[src/core/ssr_pkg.sv]
// shared constants and types of the setting store and service request block
// assumes one 200 MHz clock and a command decoder that supplies decoded operations
package ssr_pkg;

    ////////////////////////////////////////////////////////////////////////////////
    // locations
    localparam int         NUM_LOCS      = 10;
    localparam logic [3:0] POWER_ON_LOC  = 4'h0;
    localparam logic [3:0] NV_LAST_LOC   = 4'h4;
    localparam logic [3:0] FIRST_VOL_LOC = 4'h5;
    localparam logic [3:0] LAST_LOC      = 4'h9;

    ////////////////////////////////////////////////////////////////////////////////
    // status byte layout
    localparam int         OPER_BIT   = 7;
    localparam int         MSS_BIT    = 6;
    localparam int         ESB_BIT    = 5;
    localparam int         MAV_BIT    = 4;
    localparam int         QUES_BIT   = 3;
    localparam logic [7:0] SRE_RESET  = 8'h00;
    localparam logic [7:0] STB_UNUSED = 8'h07;

    ////////////////////////////////////////////////////////////////////////////////
    // factory values
    localparam logic [15:0] CURRENT_DEFAULT    = 16'h0000;
    localparam logic [15:0] VOLTAGE_DEFAULT    = 16'h0000;
    localparam logic [15:0] TRIG_DELAY_DEFAULT = 16'h0000;
    localparam logic [15:0] LIST_COUNT_DEFAULT = 16'h0001;
    localparam logic [15:0] PROT_DELAY_DEFAULT = 16'h0001;
    localparam logic [15:0] OVP_MAX            = 16'hFFFF;
    localparam logic [3:0]  FAULT_LINK_DEFAULT = 4'h3;

    ////////////////////////////////////////////////////////////////////////////////
    // types
    typedef enum logic [1:0] {SSR_SRC_BUS, SSR_SRC_IMMEDIATE, SSR_SRC_EXTERNAL,
                              SSR_SRC_LINK} ssr_src_e;

    typedef enum logic [3:0] {SSR_CMD_SET, SSR_CMD_CAL, SSR_CMD_SAVE, SSR_CMD_RECALL,
                              SSR_CMD_RESET, SSR_CMD_SRE_WR, SSR_CMD_CLS,
                              SSR_CMD_STB_Q, SSR_CMD_SRE_Q} ssr_cmd_e;

    typedef struct packed {
        logic        autocal;
        logic [15:0] current;
        logic        curr_list_mode;
        logic        curr_prot;
        logic        display_on;
        logic        init_cont;
        logic [15:0] list_count;
        logic        list_step_once;
        logic        output_on;
        logic        fault_indicator_output;
        logic [3:0]  fault_link;
        logic [15:0] protection_delay;
        logic        relay_on;
        logic        relay_polarity;
        logic        trigger_line_on;
        logic        trigger_line_link;
        ssr_src_e    trigger_line_source;
        logic [15:0] trig_delay;
        logic        trig_link;
        ssr_src_e    trig_source;
        logic [15:0] voltage;
        logic        volt_list_mode;
        logic [15:0] overvoltage_limit;
    } ssr_settings_s;

    localparam ssr_settings_s FACTORY_SETTINGS = '{
        autocal: 1'b0, current: CURRENT_DEFAULT, curr_list_mode: 1'b0, curr_prot: 1'b0,
        display_on: 1'b1, init_cont: 1'b0, list_count: LIST_COUNT_DEFAULT,
        list_step_once: 1'b0, output_on: 1'b0, fault_indicator_output: 1'b0,
        fault_link: FAULT_LINK_DEFAULT, protection_delay: PROT_DELAY_DEFAULT,
        relay_on: 1'b0, relay_polarity: 1'b0, trigger_line_on: 1'b0,
        trigger_line_link: 1'b0, trigger_line_source: SSR_SRC_BUS,
        trig_delay: TRIG_DELAY_DEFAULT, trig_link: 1'b0, trig_source: SSR_SRC_BUS,
        voltage: VOLTAGE_DEFAULT, volt_list_mode: 1'b0, overvoltage_limit: OVP_MAX};

    typedef struct packed {
        ssr_settings_s [NUM_LOCS-1:0] slot;
        logic [7:0]                   sre_nv;
    } ssr_store_s;

endpackage

[src/core/ssr_slot_store.sv]
// ten setting locations plus the retained service request enable copy
// assumes it is never reset: locations 0..4 survive a power-on reset of the core, while 5..9 take a copy of location 0
`timescale 1ns/10ps
module ssr_slot_store (
    // clock
    input  wire logic                  core_clk,
    // save port
    input  wire logic                  wr_en,
    input  wire logic [3:0]            wr_idx,
    input  wire ssr_pkg::ssr_settings_s wr_data,
    input  wire logic                  copy_base,
    // recall port
    input  wire logic [3:0]            rd_idx,
    output      ssr_pkg::ssr_settings_s rd_data,
    // retained enable copy
    input  wire logic                  sre_nv_wr,
    input  wire logic [7:0]            sre_nv_data,
    output      logic [7:0]            sre_nv_q
);
    ssr_pkg::ssr_store_s st_reg;
    ssr_pkg::ssr_store_s st_next;

    always_comb begin
        st_next = st_reg;
        if (copy_base) begin
            for (int i = int'(ssr_pkg::FIRST_VOL_LOC); i < ssr_pkg::NUM_LOCS; i++) begin
                st_next.slot[i] = st_reg.slot[ssr_pkg::POWER_ON_LOC];
            end
        end
        if (wr_en && wr_idx <= ssr_pkg::LAST_LOC) begin
            st_next.slot[wr_idx] = wr_data;
        end
        if (sre_nv_wr) begin
            st_next.sre_nv = sre_nv_data;
        end
    end

    // no reset: locations 0..4 and the enable copy model retained storage
    always_ff @(posedge core_clk) begin
        st_reg <= st_next;
    end

    assign rd_data  = (rd_idx <= ssr_pkg::LAST_LOC) ? st_reg.slot[rd_idx]
                                                     : ssr_pkg::FACTORY_SETTINGS;
    assign sre_nv_q = st_reg.sre_nv;
endmodule // ssr_slot_store

[src/core/ssr_stb_compose.sv]
// builds the status byte from the summaries and the enable mask
// assumes summary inputs are levels owned by the event registers outside
`timescale 1ns/10ps
module ssr_stb_compose (
    // summaries
    input  wire logic       oper_summary,
    input  wire logic       esb_summary,
    input  wire logic       mav,
    input  wire logic       ques_summary,
    // mask
    input  wire logic [7:0] sre,
    // result
    output      logic [7:0] stb_value,
    output      logic       mss
);
    logic [7:0] raw;

    always_comb begin
        raw                    = 8'h00;
        raw[ssr_pkg::OPER_BIT] = oper_summary;
        raw[ssr_pkg::ESB_BIT]  = esb_summary;
        raw[ssr_pkg::MAV_BIT]  = mav;
        raw[ssr_pkg::QUES_BIT] = ques_summary;
        mss                    = |(raw & sre);
        stb_value              = raw;
        stb_value[ssr_pkg::MSS_BIT] = mss;
    end
endmodule // ssr_stb_compose

[src/core/ssr_state_store.sv]
// live setting state, save/recall/reset sequencing, status byte and service request
// assumes decoded commands from the interface logic and serial polls as one-cycle pulses
//
// Behaviour
// - recall of location 0..9 restores every saved setting into the live state
// - an abort pulse precedes the overwrite of settings by a recall
// - every recall forces calibration enable off
// - at power-up the strap selects an automatic recall of location 0
// - at every power-up location 0 is copied into locations 5..9
// - save writes live settings to the location; 0..4 retained, 5..9 volatile
// - saved and recalled state hold the same full set of settings
// - reset command aborts triggers and loads factory setting values
// - enable register takes 0..255; enabled status bits OR into bit 6
// - with enable register zero no service request is ever raised
// - status byte query leaves status contents unchanged
// - message-available bit clears at power-on and on clear-status
// - serial poll returns request flag in bit 6 and clears only that flag
// - status bits: 7 oper, 6 master, 5 event, 4 message, 3 quest; 2..0 zero
// - with power-on clear option 0, enable writes also go to retained storage
// - power-on clear option nonzero clears enable, zero restores last value
`timescale 1ns/10ps
module ssr_state_store (
    // clock and reset
    input  wire logic                   core_clk,
    input  wire logic                   sys_rst,
    // command request
    input  wire logic                   cmd_valid,
    input  wire ssr_pkg::ssr_cmd_e      cmd_op,
    input  wire logic [3:0]             cmd_loc,
    input  wire logic [7:0]             cmd_data,
    input  wire ssr_pkg::ssr_settings_s cmd_settings,
    output      logic                   cmd_ready,
    // command answer
    output      logic                   cmd_done,
    output      logic                   exec_error,
    output      logic                   resp_valid,
    output      logic [7:0]             resp_data,
    // straps and options
    input  wire logic                   psc_clear,
    input  wire logic                   recall_switch,
    // status summaries
    input  wire logic                   oper_summary,
    input  wire logic                   esb_summary,
    input  wire logic                   ques_summary,
    input  wire logic                   msg_avail_set,
    input  wire logic                   msg_avail_clr,
    // serial poll
    input  wire logic                   poll_req,
    output      logic                   poll_valid,
    output      logic [7:0]             poll_data,
    output      logic                   srq,
    // live state
    output      ssr_pkg::ssr_settings_s live_settings,
    output      logic                   cal_enable,
    output      logic                   abort_trig,
    output      logic                   sre_nv_write
);
    typedef enum logic [1:0] {SSR_PH_POWER_UP, SSR_PH_ABORT, SSR_PH_LOAD,
                              SSR_PH_IDLE} ssr_phase_e;
    typedef enum logic [1:0] {SSR_PEND_NONE, SSR_PEND_RECALL, SSR_PEND_RESET} ssr_pend_e;

    typedef struct packed {
        ssr_phase_e             phase;
        ssr_pend_e              pend;
        logic                   from_cmd;
        logic [3:0]             loc;
        ssr_pkg::ssr_settings_s settings;
        logic                   cal_enable;
        logic [7:0]             sre;
        logic                   mav;
        logic                   rqs;
        logic                   mss_prev;
        logic                   ready;
        logic                   done;
        logic                   err;
        logic                   resp_valid;
        logic [7:0]             resp_data;
        logic                   poll_valid;
        logic [7:0]             poll_data;
        logic                   abort;
        logic                   nv_write;
    } ssr_top_s;

    localparam ssr_top_s TOP_RESET = '{
        phase: SSR_PH_POWER_UP, pend: SSR_PEND_NONE, from_cmd: 1'b0,
        loc: ssr_pkg::POWER_ON_LOC, settings: ssr_pkg::FACTORY_SETTINGS,
        cal_enable: 1'b0, sre: ssr_pkg::SRE_RESET, mav: 1'b0, rqs: 1'b0,
        mss_prev: 1'b0, ready: 1'b0, done: 1'b0, err: 1'b0, resp_valid: 1'b0,
        resp_data: 8'h00, poll_valid: 1'b0, poll_data: 8'h00, abort: 1'b0,
        nv_write: 1'b0};

    ssr_top_s               st_reg;
    ssr_top_s               st_next;
    ssr_pkg::ssr_settings_s slot_rd;
    logic [7:0]             sre_nv_q;
    logic [7:0]             stb_value;
    logic                   mss;
    logic                   acc;
    logic                   loc_ok;
    logic                   save_wr;
    logic                   sre_nv_wr;

    ////////////////////////////////////////////////////////////////////////////////
    // storage and status byte
    assign acc       = cmd_valid && st_reg.ready;
    assign loc_ok    = cmd_loc <= ssr_pkg::LAST_LOC;
    assign save_wr   = acc && cmd_op == ssr_pkg::SSR_CMD_SAVE && loc_ok;
    assign sre_nv_wr = acc && cmd_op == ssr_pkg::SSR_CMD_SRE_WR && !psc_clear;

    ssr_slot_store u_store (
        .core_clk    (core_clk),
        .wr_en       (save_wr),
        .wr_idx      (cmd_loc),
        .wr_data     (st_reg.settings),
        .copy_base   (st_reg.phase == SSR_PH_POWER_UP),
        .rd_idx      (st_reg.loc),
        .rd_data     (slot_rd),
        .sre_nv_wr   (sre_nv_wr),
        .sre_nv_data (cmd_data),
        .sre_nv_q    (sre_nv_q)
    );

    ssr_stb_compose u_stb (
        .oper_summary (oper_summary),
        .esb_summary  (esb_summary),
        .mav          (st_reg.mav),
        .ques_summary (ques_summary),
        .sre          (st_reg.sre),
        .stb_value    (stb_value),
        .mss          (mss)
    );

    ////////////////////////////////////////////////////////////////////////////////
    // next state
    always_comb begin
        st_next            = st_reg;
        st_next.done       = 1'b0;
        st_next.err        = 1'b0;
        st_next.resp_valid = 1'b0;
        st_next.poll_valid = 1'b0;
        st_next.abort      = 1'b0;
        st_next.nv_write   = 1'b0;
        st_next.mss_prev   = mss;

        // request flag rises with the master summary; a poll clears it, a rise wins
        if (poll_req) begin
            st_next.poll_valid = 1'b1;
            st_next.poll_data  = stb_value;
            st_next.poll_data[ssr_pkg::MSS_BIT] = st_reg.rqs;
            st_next.rqs        = 1'b0;
        end
        if (mss && !st_reg.mss_prev) begin
            st_next.rqs = 1'b1;
        end

        // message available, set wins over clear
        if (msg_avail_clr) begin
            st_next.mav = 1'b0;
        end
        if (acc && cmd_op == ssr_pkg::SSR_CMD_CLS) begin
            st_next.mav = 1'b0;
        end
        if (msg_avail_set) begin
            st_next.mav = 1'b1;
        end

        unique case (st_reg.phase)
            SSR_PH_POWER_UP: begin
                st_next.sre      = psc_clear ? ssr_pkg::SRE_RESET : sre_nv_q;
                st_next.pend     = recall_switch ? SSR_PEND_RECALL : SSR_PEND_NONE;
                st_next.loc      = ssr_pkg::POWER_ON_LOC;
                st_next.from_cmd = 1'b0;
                st_next.abort    = 1'b1;
                st_next.phase    = SSR_PH_ABORT;
            end
            SSR_PH_ABORT: begin
                st_next.phase = SSR_PH_LOAD;
            end
            SSR_PH_LOAD: begin
                if (st_reg.pend == SSR_PEND_RECALL) begin
                    st_next.settings   = slot_rd;
                    st_next.cal_enable = 1'b0;
                end else if (st_reg.pend == SSR_PEND_RESET) begin
                    st_next.settings   = ssr_pkg::FACTORY_SETTINGS;
                    st_next.cal_enable = 1'b0;
                end
                st_next.pend  = SSR_PEND_NONE;
                st_next.done  = st_reg.from_cmd;
                st_next.ready = 1'b1;
                st_next.phase = SSR_PH_IDLE;
            end
            SSR_PH_IDLE: begin
                if (acc) begin
                    st_next.done = 1'b1;
                    unique case (cmd_op)
                        ssr_pkg::SSR_CMD_SET: st_next.settings = cmd_settings;
                        ssr_pkg::SSR_CMD_CAL: st_next.cal_enable = cmd_data[0];
                        ssr_pkg::SSR_CMD_SAVE: st_next.err = !loc_ok;
                        ssr_pkg::SSR_CMD_RECALL: begin
                            if (loc_ok) begin
                                st_next.done     = 1'b0;
                                st_next.ready    = 1'b0;
                                st_next.loc      = cmd_loc;
                                st_next.pend     = SSR_PEND_RECALL;
                                st_next.from_cmd = 1'b1;
                                st_next.abort    = 1'b1;
                                st_next.phase    = SSR_PH_ABORT;
                            end else begin
                                st_next.err = 1'b1;
                            end
                        end
                        ssr_pkg::SSR_CMD_RESET: begin
                            st_next.done     = 1'b0;
                            st_next.ready    = 1'b0;
                            st_next.pend     = SSR_PEND_RESET;
                            st_next.from_cmd = 1'b1;
                            st_next.abort    = 1'b1;
                            st_next.phase    = SSR_PH_ABORT;
                        end
                        ssr_pkg::SSR_CMD_SRE_WR: begin
                            st_next.sre      = cmd_data;
                            st_next.nv_write = !psc_clear;
                        end
                        ssr_pkg::SSR_CMD_CLS: ;
                        ssr_pkg::SSR_CMD_STB_Q: begin
                            st_next.resp_valid = 1'b1;
                            st_next.resp_data  = stb_value;
                        end
                        ssr_pkg::SSR_CMD_SRE_Q: begin
                            st_next.resp_valid = 1'b1;
                            st_next.resp_data  = st_reg.sre;
                        end
                        default: st_next.err = 1'b1;
                    endcase
                end
            end
        endcase
    end

    always_ff @(posedge core_clk or posedge sys_rst) begin
        if (sys_rst) begin
            st_reg <= TOP_RESET;
        end else begin
            st_reg <= st_next;
        end
    end

    ////////////////////////////////////////////////////////////////////////////////
    // outputs
    assign cmd_ready     = st_reg.ready;
    assign cmd_done      = st_reg.done;
    assign exec_error    = st_reg.err;
    assign resp_valid    = st_reg.resp_valid;
    assign resp_data     = st_reg.resp_data;
    assign poll_valid    = st_reg.poll_valid;
    assign poll_data     = st_reg.poll_data;
    assign srq           = st_reg.rqs;
    assign live_settings = st_reg.settings;
    assign cal_enable    = st_reg.cal_enable;
    assign abort_trig    = st_reg.abort;
    assign sre_nv_write  = st_reg.nv_write;
endmodule // ssr_state_store

[config.mk]
export PLATFORM = sky130hd
export DESIGN_NAME = ssr_state_store
export DESIGN_NICKNAME = d
export VERILOG_FILES = /design/src/core/ssr_pkg.sv /design/src/core/ssr_slot_store.sv /design/src/core/ssr_stb_compose.sv /design/src/core/ssr_state_store.sv
export SDC_FILE = /design/constraint.sdc
export NUM_CORES = 2
export LEC_CHECK = 0
export BUFFER_PORTS_ARGS = -buffer_cell sky130_fd_sc_hd__buf_2
export CAP_MARGIN = 20
export CORE_MARGIN = 1
export CORE_UTILIZATION = 61
export DETAILED_ROUTE_END_ITERATION = 10
export PLACE_DENSITY = 0.79
export SYNTH_ARGS = -nofsm -noshare
export SYNTH_HDL_FRONTEND = slang
export SYNTH_SLANG_ARGS = --single-unit
[constraint.sdc]
create_clock -name core_clk -period 13.42 [get_ports core_clk]
set_input_delay 1.342 -clock core_clk [delete_from_list [all_inputs] [get_ports core_clk]]
set_output_delay 1.342 -clock core_clk [all_outputs]
set_load 0.01 [all_outputs]
# Yosys cells after proc, flatten, opt, wreduce, memory -nomap -nowiden
# Cells that the tools add are included.
# totals
word_cells	375
inputBits	145
reg_bits	1347
output_inout_bits	143
# classes
n_eq_ne	22
n_lt_le_gt_ge	5
bitwise_logic	1
muxes	44
n_reduce_logical	31
# ops
op	count
1180-bit bitwise mux	1
1180-bit two-way mux	1
590-bit two-way mux	1
118-bit binary-select mux with 4-bit select	1
118-bit demux with 4-bit select	1
118-bit two-way mux	4
119-bit two-way mux	2
119-bit case mux with 2 select lines	1
136-bit two-way mux	1
4-bit AND reduction	6
5-bit case mux with 2 select lines	2
9-bit two-way mux	2
9-bit case mux with 2 select lines	1
4-bit by 3-bit == test with 1-bit output (second input constant)	4
8-bit two-way mux	2
8-bit case mux with 2 select lines	1
12-bit two-way mux	1
1-bit two-way mux	11
4-bit by 5-bit < comparator with 1-bit output (second input constant)	2
10-bit two-way mux	1
1-bit logical AND	9
3-bit AND reduction	3
8-bit AND	1
4-bit by 2-bit == test with 1-bit output (second input constant)	2
24 further kinds	42

# Longest topological paths before layout
# logic_depth
word_depth	6
ltp_mapped	9
mapped_depth_nobuf	6

# By module
# A second synthesis with hierarchy kept.
# hier_totals
hier_cells	5097
hier_area_um2	61252.5
# by_module_without_submodules
mod	cells_each	area_each_um2	seq_area_each_um2	instances
ssr_slot_store	4228	52396.5	29768.6	1
ssr_state_store	857	8773.4	4080.2	1
ssr_stb_compose	12	82.6	0.0	1

# Least setup slack after synthesis
# OpenSTA, ideal clock, no wires.
# synth_path
kind	in2reg
startpoint	in cmd_op[2]
endpoint	reg with a tool-made name
path_stages	4
slack_ns	2.713
required_ns	12.679
arrival_ns	9.966
setup_time_ns	0.741
path_buffers	0
path_cell_list	nand4bb_1 > nor3_1 > nand2b_1 > nor3_1
# synth_rtl
item	line_no	rtl
start, declared	ssr_state_store.sv:28	input wire ssr_pkg::ssr_cmd_e cmd_op,

# Worst setup path after layout
# layout_path
startpoint	reg st_reg[160] in the netlist's numbering
endpoint	reg st_reg (netlist bit live_settings[75])
# layout_between
elab_chain_len	3
word_cells_on_any_way	8
cone_classes	5 x eq/ne; 1 x mux; 2 x reduce/logical
# layout_rtl
item	line_no	rtl
start, declared	ssr_state_store.sv:92	ssr_top_s st_reg;
start signal, assigned	ssr_state_store.sv:244	st_reg <= st_next;
2-bit == test	ssr_state_store.sv:167	unique case (st_reg.phase)
3-bit != test (no line) (tied with other cells)	-	
4-bit AND reduction (no line)	-	
# Several ways; a longest one is shown, not always the timed one.
# A chain may end at the register's enable or synchronous reset.

==> results by group <==
Placed design
  – Gpl congestion: 0.865
  – Final HPWL DP: 81,900 um
  – IO Port Bufs: 284
  – Worst slack, placed: 8.27 ns

GRT
  – Global route overflow: 0
  – Vias in the first global route: 40,200
  – Initial antenna violation count: 6
  – First-pass GRT wire length: 233,000 um
  – Total GRT Usage: 0.320
  – Largest net degree at the start of global routing: 246

Synth
  – Seq cells post-synth: around 1,300
  – Mapped Area: ~57,000 sq um
  – Cells after Synth: 5,312
  – Count leader, synth: a21oi_1
  – Synth async-reset ratio: 0.118
  – YS warnings: 0
  – Leading area contributor after synthesis: edfxtp_1
  – Post-synth top area share: 0.313
  – Synth cell types: 61
  – Top post-synthesis cells by count: a21oi_1 (969), edfxtp_1 (598), dfxtp_1 (590)
  – Sequential-to-total area share from yosys stat: 0.589
  – Syn avg cell area: 10.8 sq um
  – Dominant synthesized flop cell: edfxtp_1
  – EDFF count, synth: 598
  – Top cells by area, synth: edfxtp_1 (31%), dfxtp_1 (21%), mux2i_1 (9.6%), a21oi_1 (8.5%), dfrtp_1 (6.0%)

Worst setup path
  – Type of origin of the critical path: flip-flop
  – CP Class: reg2reg
  – Critical-path cell list: ha_4 -> clkinv_1 -> o221ai_4 -> buf_4 -> buf_4 -> buf_4 -> mux2i_1 -> a31oi_1
  – Crit path top cell by count: buf_4
  – Crit path required time: 14.06 ns
  – Slowest cell delay on critical path: 0.93 ns
  – CP bufs+invs: 4
  – Crit. End Element: flip-flop
  – Crit-path slowest cell: buf_4
  – Max FO, Critical Path: a little under 90
  – CP delay by family, top: buffers and inverters
  – Crit path DAT: 5.54 ns

CTS
  – H-tree depth: 4
  – Clock transition at path regs: 0.06 ns
  – CTS Buffer Depth: 3
  – TritonCTS Sinks: 1,347
  – Root Buffer: clkbuf_16
  – CTS Buf Count: around 140
  – Post-CTS setup buffer count: 0
  – CTS tree: yes
  – Post-cts resize count: 0
  – Worst-Skew Late Latency: 0.75 ns
  – CTS hold repair buffers: 0

Die
  – Initial Utilization: 0.616
  – DIE WIDTH: 309 um
  – Core area: 93,200 sq um
  – DIE HEIGHT: 309 um
  – Full die area: between 90,000 and 100,000 sq um
  – IO Pins: 288
  – Cell Rows: 112

Route
  – Initial DRC count: 4,674
  – Drt wl/cell: around 23 um
  – DRC viols: 0
  – Via count: 41,900
  – Mean number of vias per cell: between 6 and 7
  – ANT nets after route: 0
  – Post-Route WL: 156,000 um
  – TritonRoute pass-1 iters: 8

STA
  – Least-Margin Pin Slew: 1.20 ns
  – Fmax: approximately 200 MHz
  – Final worst path period need: 4.89 ns
  – Final hold vios: 0
  – Hold slack: 0.419 ns
  – Final setup viols: 0
  – TNS Setup: 0 ns
  – RSZ-0062 raised after global routing: false
  – Worst Setup Slack, final: 8.53 ns
  – Period Utilization, post-route: 0.365
  – Clk_skew: 0.0302 ns
  – Max-slew violations: 0
  – Worst slew margin: 0.196

Pwr
  – Power Dens Cells: 219 nW/um^2
  – Peak VDD IR: 0.163 mV
  – Final Power: 13.8 mW
  – Static leakage: 22.3 nW

Cells and area
  – Register area: 33,800 sq um
  – Share of layout cells above drive strength 1: 0.120
  – # nets final: 5,417
  – Layout area overhead: 9.65%
  – Multi-input gate area: 21,000 sq um
  – Final-layout fill cell count: 6,783

Worst hold path
  – Min-Delay Path Class: reg2reg

Run
  – Max-Cap Viols: 0

Status
  – Status: complete, no violations
routing by layer:
layer / GRT usage / up-vias / routed length [um]
met3: 0.0775 / 316 / 15900
li1: - / 19100 / -
met2: 0.501 / 2073 / 71700
met1: 0.437 / 20400 / 63700
met4: 0.111 / 4 / 4220
met5: 0 / - / 24
power breakdown:
group	internal, mW	total, mW	switching (mW)
clock	2.19	3.80	1.61
sequential	5.62	6.58	0.958
combinational	1.38	3.40	2.02
total	9.19	13.8	4.59
per-stage QoR:
stage / std cells / utilization / area, sq um
2_1_floorplan: 5314 / - / 57400
3_3_place_gp: 6378 / 0.626 / 58300
3_5_place_dp: 6378 / 0.626 / 58300
4_1_cts: 6634 / 0.674 / 62900
5_1_grt: 6638 / 0.675 / 62900
6_report: 6639 / 0.675 / 62900
final timing paths:
check,to,slack [ns],from,cells past startpoint
max,live_settings[75],8.53,st_reg[160],8
min,srq,0.42,st_reg[23],1
max reg2reg,live_settings[75],8.53,st_reg[160],8
min reg2reg,srq,0.42,st_reg[23],1
max in group asynchronous,live_settings[90],10.66,sys_rst,4
min in group asynchronous,st_reg[25],0.65,sys_rst,2
logic make-up (layout without fill, tap and decap cells):
family | Yosys count | in the layout | share of synthesized area
compound gates | 1695 | 1695 | 0.166
flops | 1347 | 1347 | 0.589
simple gates | 1124 | 1124 | 0.0870
mux | 598 | 598 | 0.110
buf+inv | 541 | 610 | 0.0478
fa+ha+maj | 6 | 6 | 0.00131
other cells | 1 | 5 | 0.0000654
layout by cell type (no fill, tap or decap), types with 51 or more instances in the layout:
cell	n
dfxtp_1	590
clkbuf_16	138
dfrtp_1	134
nor2_1	362
buf_4	51
and2_1	217
buf_2	284
a21oi_1	969
a41oi_1	97
edfxtp_1	598
mux2i_1	549
nand2_1	472
o21ai_0	342
a22oi_1	209
final cells by class:
class / count / area share
Sequential cell: 1347 / 0.537
Tap cell: 1254 / 0.0249
Clock inverter: 63 / 0.0106
Timing Repair Buffer: 344 / 0.0316
Antenna cell: 2 / 0.0000795
Inverter: 10 / 0.000835
Multi-Input combinational cell: 3426 / 0.334
Clock buffer: 193 / 0.0610
No activity file was read; power rests on OpenSTA's default activity.
